### config.mk
export PLATFORM = sky130hd
export DESIGN_NAME = pgd_datapath
export DESIGN_NICKNAME = d
export VERILOG_FILES = /design/src/verilog/pgd_pkg.sv /design/src/verilog/pgd_datapath.sv
export SDC_FILE = /design/constraint.sdc
export NUM_CORES = 1
export LEC_CHECK = 0
export ABC_AREA = 0
export BUFFER_PORTS_ARGS = -buffer_cell sky130_fd_sc_hd__buf_2
export CELL_PAD_IN_SITES_DETAIL_PLACEMENT = 1
export CELL_PAD_IN_SITES_GLOBAL_PLACEMENT = 1
export CORE_MARGIN = 2
export CORE_UTILIZATION = 35
export DETAILED_ROUTE_END_ITERATION = 7
export PLACE_DENSITY = 0.69
export SYNTH_ARGS = -nofsm -noshare
export SYNTH_HDL_FRONTEND = slang
export SYNTH_SLANG_ARGS = --single-unit
export TNS_END_PERCENT = 100
### constraint.sdc
create_clock -name SYS_CLK_I -period 3 [get_ports SYS_CLK_I]
set_input_delay 0.6 -clock SYS_CLK_I [delete_from_list [all_inputs] [get_ports SYS_CLK_I]]
set_output_delay 0.6 -clock SYS_CLK_I [all_outputs]
set_load 0.02 [all_outputs]
### src/verilog/pgd_pkg.sv
package pgd_pkg;
	// i/o port addresses and register indices
	localparam logic [15:0] PGD_PORT_INDEX = 16'h03ce;
	localparam logic [15:0] PGD_PORT_DATA = 16'h03cf;
	localparam logic [3:0] PGD_IDX_FILL_VAL = 4'h0;
	localparam logic [3:0] PGD_IDX_FILL_EN = 4'h1;
	localparam logic [3:0] PGD_IDX_CMP_COLOR = 4'h2;
	localparam logic [3:0] PGD_IDX_ROTATE = 4'h3;
	localparam logic [3:0] PGD_IDX_READ_PLANE = 4'h4;
	localparam logic [3:0] PGD_IDX_MODE = 4'h5;
	localparam logic [3:0] PGD_IDX_MISC = 4'h6;
	localparam logic [3:0] PGD_IDX_CMP_EN = 4'h7;
	localparam logic [3:0] PGD_IDX_BIT_MASK = 4'h8;
	// field positions
	localparam int PGD_MODE_READ_BIT = 3;
	localparam int PGD_MODE_ODDEVEN_BIT = 4;
	localparam int PGD_MODE_SHIFT_BIT = 5;
	localparam int PGD_MODE_256_BIT = 6;
	localparam int PGD_MISC_GFX_BIT = 0;
	localparam int PGD_MISC_CHAIN_BIT = 1;
	localparam int PGD_ROT_FUNC_LSB = 3;
	// reset values
	localparam logic [7:0] PGD_RST_ZERO = 8'h00;
	localparam logic [7:0] PGD_RST_BIT_MASK = 8'hff;
	localparam logic [7:0] PGD_RST_CMP_EN = 8'h0f;
	// write modes and logic functions
	localparam logic [1:0] PGD_WM0 = 2'h0;
	localparam logic [1:0] PGD_WM1 = 2'h1;
	localparam logic [1:0] PGD_WM2 = 2'h2;
	localparam logic [1:0] PGD_WM3 = 2'h3;
	localparam logic [1:0] PGD_FN_MOVE = 2'h0;
	localparam logic [1:0] PGD_FN_AND = 2'h1;
	localparam logic [1:0] PGD_FN_OR = 2'h2;
	localparam logic [1:0] PGD_FN_XOR = 2'h3;
endpackage
### src/verilog/pgd_datapath.sv
// Contract
// - read mode bit clear returns selected plane; set returns colour compare
// - write mode 0 combines rotated cpu byte with each latch, writes all planes, or with chaining only the plane pair a0 selects
// - write mode 0 enabled fill planes get fill bit in all eight bits
// - write mode 0 masked-off bits take the latch value alone
// - write mode 1 writes latches unmodified, ignoring mask, function, fill
// - write mode 2 replicates cpu bit n across byte for plane n
// - write mode 2 uses mask and function; fill overrides; no rotation
// - write mode 3 source is fill bit; rotated byte and mask form mask
// - odd/even read picks even plane when a0 is 0, odd plane otherwise
// - mode bit 6 clear lets bit 5 steer loading; set selects 256 colour
// - mode bit 5 selects four-colour compatibility pixel formatting
// - misc bits 3:2 select the memory map window
// - misc bit 1 replaces cpu a0 with high address bit, chaining planes
// - misc bit 0 selects graphics, clear selects text
// - compare enable bit per plane includes it in the colour comparison
// - bit mask 1 passes cpu bit, 0 writes the latch bit
// - in write modes 0 and 3 cpu write data is rotated before the mask applies
// - function select: move, and, or, xor; modes 0, 2, 3 only
// - rotate count right-rotates the cpu byte by 0 to 7
// - fill enable per plane; no effect in write modes 1 and 3
// - read mode 1 returns 1 where pixel colour matches the compare colour
`timescale 1ns/1ps
module pgd_datapath
	import pgd_pkg::*;
#(
	parameter int ADDR_W = 16
) (
	input wire logic SYS_CLK_I,
	input wire logic RST_I,
	// i/o register port
	input wire logic IO_WR_I,
	input wire logic IO_RD_I,
	input wire logic [15:0] IO_ADDR_I,
	input wire logic [7:0] IO_WDATA_I,
	output logic [7:0] IO_RDATA_O,
	output logic IO_RVALID_O,
	// cpu memory access
	input wire logic MEM_WR_I,
	input wire logic MEM_RD_I,
	input wire logic [ADDR_W-1:0] MEM_ADDR_I,
	input wire logic [7:0] MEM_WDATA_I,
	output logic [7:0] MEM_RDATA_O,
	output logic MEM_RVALID_O,
	// plane memory side
	input wire logic [31:0] PLANE_RDATA_I,
	input wire logic PLANE_RVALID_I,
	output logic PLANE_RD_O,
	output logic PLANE_WR_O,
	output logic [ADDR_W-1:0] PLANE_ADDR_O,
	output logic [31:0] PLANE_WDATA_O,
	output logic [3:0] PLANE_SEL_O,
	// mode outputs toward the display side
	output logic GFX_MODE_O,
	output logic [1:0] MEM_MAP_O,
	output logic SHIFT_FMT_O,
	output logic LOAD_256_O
);
	typedef enum logic [1:0] {PGD_IDLE, PGD_READ} pgd_state_t;

	typedef struct packed {
		pgd_state_t st;
		logic [3:0] index;
		logic [3:0] fill_val;
		logic [3:0] fill_en;
		logic [3:0] cmp_color;
		logic [4:0] rotate;
		logic [1:0] read_plane;
		logic [6:0] mode;
		logic [3:0] misc;
		logic [3:0] cmp_en;
		logic [7:0] bit_mask;
		logic [7:0] latch0;
		logic [7:0] latch1;
		logic [7:0] latch2;
		logic [7:0] latch3;
		logic rd_a0;
		logic [7:0] io_rdata;
		logic io_rvalid;
		logic [7:0] mem_rdata;
		logic mem_rvalid;
		logic pl_rd;
		logic pl_wr;
		logic [ADDR_W-1:0] pl_addr;
		logic [31:0] pl_wdata;
		logic [3:0] pl_sel;
	} pgd_regs_t;

	pgd_regs_t r_q;
	pgd_regs_t r_d;

	// circular right rotate, bit 0 wraps into bit 7
	function automatic logic [7:0] rot_right(input logic [7:0] v,
		input logic [2:0] n);
		logic [15:0] w;
		w = {v, v} >> n;
		return w[7:0];
	endfunction

	// the four logic functions between source and latch
	function automatic logic [7:0] alu(input logic [1:0] fn,
		input logic [7:0] s, input logic [7:0] l);
		logic [7:0] o;
		unique case (fn)
			PGD_FN_MOVE: o = s;
			PGD_FN_AND: o = s & l;
			PGD_FN_OR: o = s | l;
			PGD_FN_XOR: o = s ^ l;
		endcase
		return o;
	endfunction

	// register readback by index; unmapped indices read zero
	function automatic logic [7:0] reg_read(input pgd_regs_t r);
		logic [7:0] o;
		o = 8'h00;
		unique case (r.index)
			PGD_IDX_FILL_VAL: o = {4'h0, r.fill_val};
			PGD_IDX_FILL_EN: o = {4'h0, r.fill_en};
			PGD_IDX_CMP_COLOR: o = {4'h0, r.cmp_color};
			PGD_IDX_ROTATE: o = {3'h0, r.rotate};
			PGD_IDX_READ_PLANE: o = {6'h00, r.read_plane};
			PGD_IDX_MODE: o = {1'b0, r.mode};
			PGD_IDX_MISC: o = {4'h0, r.misc};
			PGD_IDX_CMP_EN: o = {4'h0, r.cmp_en};
			PGD_IDX_BIT_MASK: o = r.bit_mask;
			default: o = 8'h00;
		endcase
		return o;
	endfunction

	logic [7:0] rd_lat [4];
	logic [7:0] cpu_rot;
	logic [7:0] eff_mask;
	logic [7:0] src;
	logic [7:0] res;
	logic [7:0] cmp_res;
	logic [1:0] wmode;
	logic [1:0] rsel;
	logic [1:0] fn;

	always_comb begin
		r_d = r_q;
		wmode = r_q.mode[1:0];
		fn = r_q.rotate[PGD_ROT_FUNC_LSB +: 2];
		cpu_rot = rot_right(MEM_WDATA_I, r_q.rotate[2:0]);
		eff_mask = r_q.bit_mask;
		src = 8'h00;
		res = 8'h00;
		cmp_res = 8'hff;
		rsel = r_q.read_plane;
		rd_lat[0] = PLANE_RDATA_I[7:0];
		rd_lat[1] = PLANE_RDATA_I[15:8];
		rd_lat[2] = PLANE_RDATA_I[23:16];
		rd_lat[3] = PLANE_RDATA_I[31:24];
		r_d.io_rvalid = 1'b0;
		r_d.mem_rvalid = 1'b0;
		r_d.pl_rd = 1'b0;
		r_d.pl_wr = 1'b0;

		// register port: index at one address, data at the other
		if (IO_WR_I && IO_ADDR_I == PGD_PORT_INDEX) begin
			r_d.index = IO_WDATA_I[3:0];
		end else if (IO_WR_I && IO_ADDR_I == PGD_PORT_DATA) begin
			unique case (r_q.index)
				PGD_IDX_FILL_VAL: r_d.fill_val = IO_WDATA_I[3:0];
				PGD_IDX_FILL_EN: r_d.fill_en = IO_WDATA_I[3:0];
				PGD_IDX_CMP_COLOR: r_d.cmp_color = IO_WDATA_I[3:0];
				PGD_IDX_ROTATE: r_d.rotate = IO_WDATA_I[4:0];
				PGD_IDX_READ_PLANE: r_d.read_plane = IO_WDATA_I[1:0];
				PGD_IDX_MODE: r_d.mode = {IO_WDATA_I[6:3], 1'b0,
					IO_WDATA_I[1:0]};
				PGD_IDX_MISC: r_d.misc = IO_WDATA_I[3:0];
				PGD_IDX_CMP_EN: r_d.cmp_en = IO_WDATA_I[3:0];
				PGD_IDX_BIT_MASK: r_d.bit_mask = IO_WDATA_I;
				default: ;
			endcase
		end
		if (IO_RD_I) begin
			r_d.io_rvalid = 1'b1;
			r_d.io_rdata = 8'h00;
			if (IO_ADDR_I == PGD_PORT_INDEX) begin
				r_d.io_rdata = {4'h0, r_q.index};
			end else if (IO_ADDR_I == PGD_PORT_DATA) begin
				r_d.io_rdata = reg_read(r_q);
			end
		end

		// colour compare over the freshly read planes
		for (int b = 0; b < 8; b++) begin
			for (int p = 0; p < 4; p++) begin
				if (r_q.cmp_en[p] &&
					rd_lat[p][b] != r_q.cmp_color[p]) begin
					cmp_res[b] = 1'b0;
				end
			end
		end
		// odd/even read picks within the pair by a0
		if (r_q.mode[PGD_MODE_ODDEVEN_BIT]) begin
			rsel = {r_q.read_plane[1], r_q.rd_a0};
		end

		// plane memory write, per-plane source and mask
		if (MEM_WR_I && r_q.st == PGD_IDLE) begin
			r_d.pl_wr = 1'b1;
			r_d.pl_sel = 4'hf;
			r_d.pl_addr = MEM_ADDR_I;
			if (r_q.misc[PGD_MISC_CHAIN_BIT]) begin
				// a0 steers the plane pair, the high bit takes its place
				r_d.pl_addr = {MEM_ADDR_I[ADDR_W-1:1],
					MEM_ADDR_I[ADDR_W-1]};
				r_d.pl_sel = MEM_ADDR_I[0] ? 4'ha : 4'h5;
			end
			if (wmode == PGD_WM3) begin
				eff_mask = cpu_rot & r_q.bit_mask;
			end
			for (int p = 0; p < 4; p++) begin
				unique case (wmode)
					PGD_WM0: src = cpu_rot;
					PGD_WM2: src = {8{MEM_WDATA_I[p]}};
					default: src = {8{r_q.fill_val[p]}};
				endcase
				if (wmode != PGD_WM3 && r_q.fill_en[p]) begin
					src = {8{r_q.fill_val[p]}};
				end
				res = alu(fn, src, r_q_latch(p));
				res = (res & eff_mask) |
					(r_q_latch(p) & ~eff_mask);
				if (wmode == PGD_WM1) begin
					res = r_q_latch(p);
				end
				r_d.pl_wdata[p*8 +: 8] = res;
			end
		end else if (MEM_RD_I && r_q.st == PGD_IDLE) begin
			// one read in flight; reads and writes arriving before its data are dropped
			r_d.st = PGD_READ;
			r_d.pl_rd = 1'b1;
			r_d.pl_sel = 4'hf;
			r_d.pl_addr = MEM_ADDR_I;
			r_d.rd_a0 = MEM_ADDR_I[0];
			// chained reads address the same pair row as chained writes
			if (r_q.misc[PGD_MISC_CHAIN_BIT]) begin
				r_d.pl_addr[0] = MEM_ADDR_I[ADDR_W-1];
			end
		end

		if (r_q.st == PGD_READ && PLANE_RVALID_I) begin
			r_d.st = PGD_IDLE;
			r_d.latch0 = rd_lat[0];
			r_d.latch1 = rd_lat[1];
			r_d.latch2 = rd_lat[2];
			r_d.latch3 = rd_lat[3];
			r_d.mem_rvalid = 1'b1;
			r_d.mem_rdata = r_q.mode[PGD_MODE_READ_BIT] ? cmp_res
				: rd_lat[rsel];
		end

		if (RST_I) begin
			r_d = '0;
			r_d.st = PGD_IDLE;
			r_d.bit_mask = PGD_RST_BIT_MASK;
			r_d.cmp_en = PGD_RST_CMP_EN[3:0];
		end
	end

	// latch lookup by plane number
	function automatic logic [7:0] r_q_latch(input int p);
		logic [7:0] o;
		unique case (p[1:0])
			2'd0: o = r_q.latch0;
			2'd1: o = r_q.latch1;
			2'd2: o = r_q.latch2;
			default: o = r_q.latch3;
		endcase
		return o;
	endfunction

	always_ff @(posedge SYS_CLK_I) begin
		r_q <= r_d;
	end

	assign IO_RDATA_O = r_q.io_rdata;
	assign IO_RVALID_O = r_q.io_rvalid;
	assign MEM_RDATA_O = r_q.mem_rdata;
	assign MEM_RVALID_O = r_q.mem_rvalid;
	assign PLANE_RD_O = r_q.pl_rd;
	assign PLANE_WR_O = r_q.pl_wr;
	assign PLANE_ADDR_O = r_q.pl_addr;
	assign PLANE_WDATA_O = r_q.pl_wdata;
	assign PLANE_SEL_O = r_q.pl_sel;
	// mode bits handed to the display side
	assign GFX_MODE_O = r_q.misc[PGD_MISC_GFX_BIT];
	assign MEM_MAP_O = r_q.misc[3:2];
	// 256-colour loading overrides the shift format bit
	assign LOAD_256_O = r_q.mode[PGD_MODE_256_BIT];
	assign SHIFT_FMT_O = r_q.mode[PGD_MODE_SHIFT_BIT] &
		~r_q.mode[PGD_MODE_256_BIT];
endmodule

==> metrics.cfg <==
[die]
num_rows=61
die_w_um=171
die_h_um=171
initial_core_util_pct=35.4
ioPinCount=164
core_area_mm2=0.0276
dieArea_mm2=0.0293

[synth]
netlist_instances=1126
synth_nets=1245
synth.distinct_cells=57
synth_seq_cells=149
synth_area_leaders=dfxtp_1 31%, mux2i_1 8.2%, buf_4 5.5%
yosysWarnings=0
ys_top_cells_by_count=149 x dfxtp_1, 140 x nand2_1, 106 x nor2_1
synth_top_area_share_pct=30.5
synth_edf_count=0
async_flop_share_pct=0
synthFlopType=dfxtp_1
ys_seq_area_share_pct=30.5
synth_area_per_cell_um2=8.68
synth.most_common_cell=dfxtp_1
synth.largest_area_cell=dfxtp_1
synthesis.area_mm2=0.00977

[clock_tree]
h-tree-depth=4
clock-sinks=149
clockBufferDepth=2
cts_made_buffers=17
clockRootBuffer=clkbuf_16
clk_latency_ps=450
clk_pin_slew_ps=80
post-cts-setup-buffers=0
cts_tree=done

[power_and_ir_drop]
fin_total_pwr_uw=4950
power_density_mw_per_mm2=446
p_leak_uw=0.00465
ir_drop_v=0.000320

[detailed_routing]
drt_iter0_markers=587
viasPerCell=5.68
drc=0
antenna_left=0
wl_per_cell_um=22.3
drtPass1Iterations=5
vias=8975
drt_wl_total_um=35200

[final_layout]
fillers=3312
diodes=0
area_growth_pct=13.6
fin_area_mm2=0.0111
fin_nets=1309
drive_gt1_share_pct=23.5

[timing]
grt_setup_unrepaired=no
period_share_pct=92.7
hold_viol=0
tns_ps=0
drv_slew=0
worstMarginPinSlew_ps=802
maxSlewHeadroom_pct=46.5
fin_skew_ps=20.0
min_period_ps=2780
setup_viol=0
max_freq_ghz=0.360

[critical_path]
critical_path_required_ps=3330
critical_path.max_fanout=8
end_kind=flop
critPathKind=reg2reg
critPathArrivalTime_ps=3110
start_kind=flop

[global_route]
grt_pass1_wl_um=53700
grt_max_degree=52
antenna_found_initial=0
grt_pass1_vias=9099
grt_usage_pct=24.3
grt_overflow=0

[placed_design]
dpl_cell_area_mm2=0.0105
portBuffers=163
place_congestion=0.840
hpwl_um=25500

[job]
cap_violations=0

[status]
status=finished clean

[worst_hold_path]
min_path_type=in2reg

[cell type report]
| type | count | area, µm² | area share [%] |
|---|---|---|---|
| inverter | 6 | 22.5 | 0.203 |
| multi-input combinational | 816 | 5900 | 53.2 |
| tap | 378 | 473 | 4.26 |
| timing repair buffer | 200 | 1110 | 9.97 |
| clock inverter | 15 | 181 | 1.63 |
| clock buffer | 17 | 425 | 3.83 |
| sequential | 149 | 2990 | 26.9 |
[state kept, by name, summed over array words and instances, names as in the netlist]
register and count:
GFX_MODE_O 1, PLANE_ADDR_O 16, fn 2, PLANE_WR_O 1, IO_RVALID_O 1, PLANE_SEL_O 2
MEM_MAP_O 2, MEM_RDATA_O 8, r_q 73, LOAD_256_O 1, PLANE_WDATA_O 32, PLANE_RD_O 1
IO_RDATA_O 8, MEM_RVALID_O 1
[what timing repair did]
action / CTS / global route
endpoints found under the setup margin: 0 / 14
gates resized for setup: 0 / 1
hold buffers: 0 / 0
[cells in the final DEF, fill, tap and decap left out, types with 17 or more instances in the layout]
cell type	Yosys	routed
nor2_1	106	105
dfxtp_1	149	147
a22o_1	40	40
buf_2	7	163
ha_1	32	32
o21ai_0	42	42
mux2i_1	80	80
o21ai_1	17	17
nand2_1	140	140
a21boi_0	18	18
a22oi_1	33	33
buf_4	72	36
a21oi_1	45	44
o211ai_1	32	32
clkbuf_16	0	17
xor2_1	32	32
a221o_1	19	19
mux4_2	19	19
[metal layers]
| metal | share of wire [%] | up-vias | GRT usage [%] |
|---|---|---|---|
| met2 | 49 | 230 | 41.6 |
| li1 | - | 4198 | - |
| met3 | 3.5 | 54 | 3.89 |
| met5 | 0 | - | 0 |
| met1 | 44 | 4493 | 30.5 |
| met4 | 3.5 | 0 | 9.43 |
[critical path, cell delays in order (launching register included)]
cell	delay (ps)
dfxtp_1	550
mux4_2	630
mux2i_4	420
o21ai_1	170
ha_1	330
a221o_1	300
o21ai_0	150
a22oi_1	100
[metrics by stage]
step	hold WS (ps)	util (%)	worst slack, ps	instances
6_report	375	40.2	219	1581
5_1_grt	362	40.2	48.0	1581
4_1_cts	364	40.2	124	1581
3_5_place_dp	447	38.0	129	1549
3_3_place_gp	439	38.0	153	1549
2_1_floorplan	426	-	497	1126
[power breakdown]
group          total [µW]  switching [µW]  internal (µW)
Sequential           2090            53.7           2040
Combinational         604             362            242
Clock                2250            1120           1130
[path summary, 6_finish.rpt]
check	startpoint	to	slack [ps]	cells after the start
setup / recovery	r_q[132]	PLANE_WDATA_O[14]	220	7
hold / removal	MEM_ADDR_I[10]	PLANE_ADDR_O[10]	380	3
setup reg to reg	r_q[132]	PLANE_WDATA_O[14]	220	7
hold reg to reg	PLANE_ADDR_O[5]	PLANE_ADDR_O[5]	460	2
[kinds of logic after synthesis]
| family | Yosys count | share of synthesized area [%] |
|---|---|---|
| flip-flops | 149 | 30.5 |
| buffers and inverters | 161 | 9.20 |
| multiplexers | 108 | 14.6 |
| AO/OA/AOI/OAI | 335 | 25.3 |
| AND/OR/NAND/NOR | 309 | 13.5 |
| XOR/XNOR | 32 | 2.87 |
| adder cells (fa/ha/maj) | 32 | 4.10 |
No activity file was read; power rests on OpenSTA's default activity.
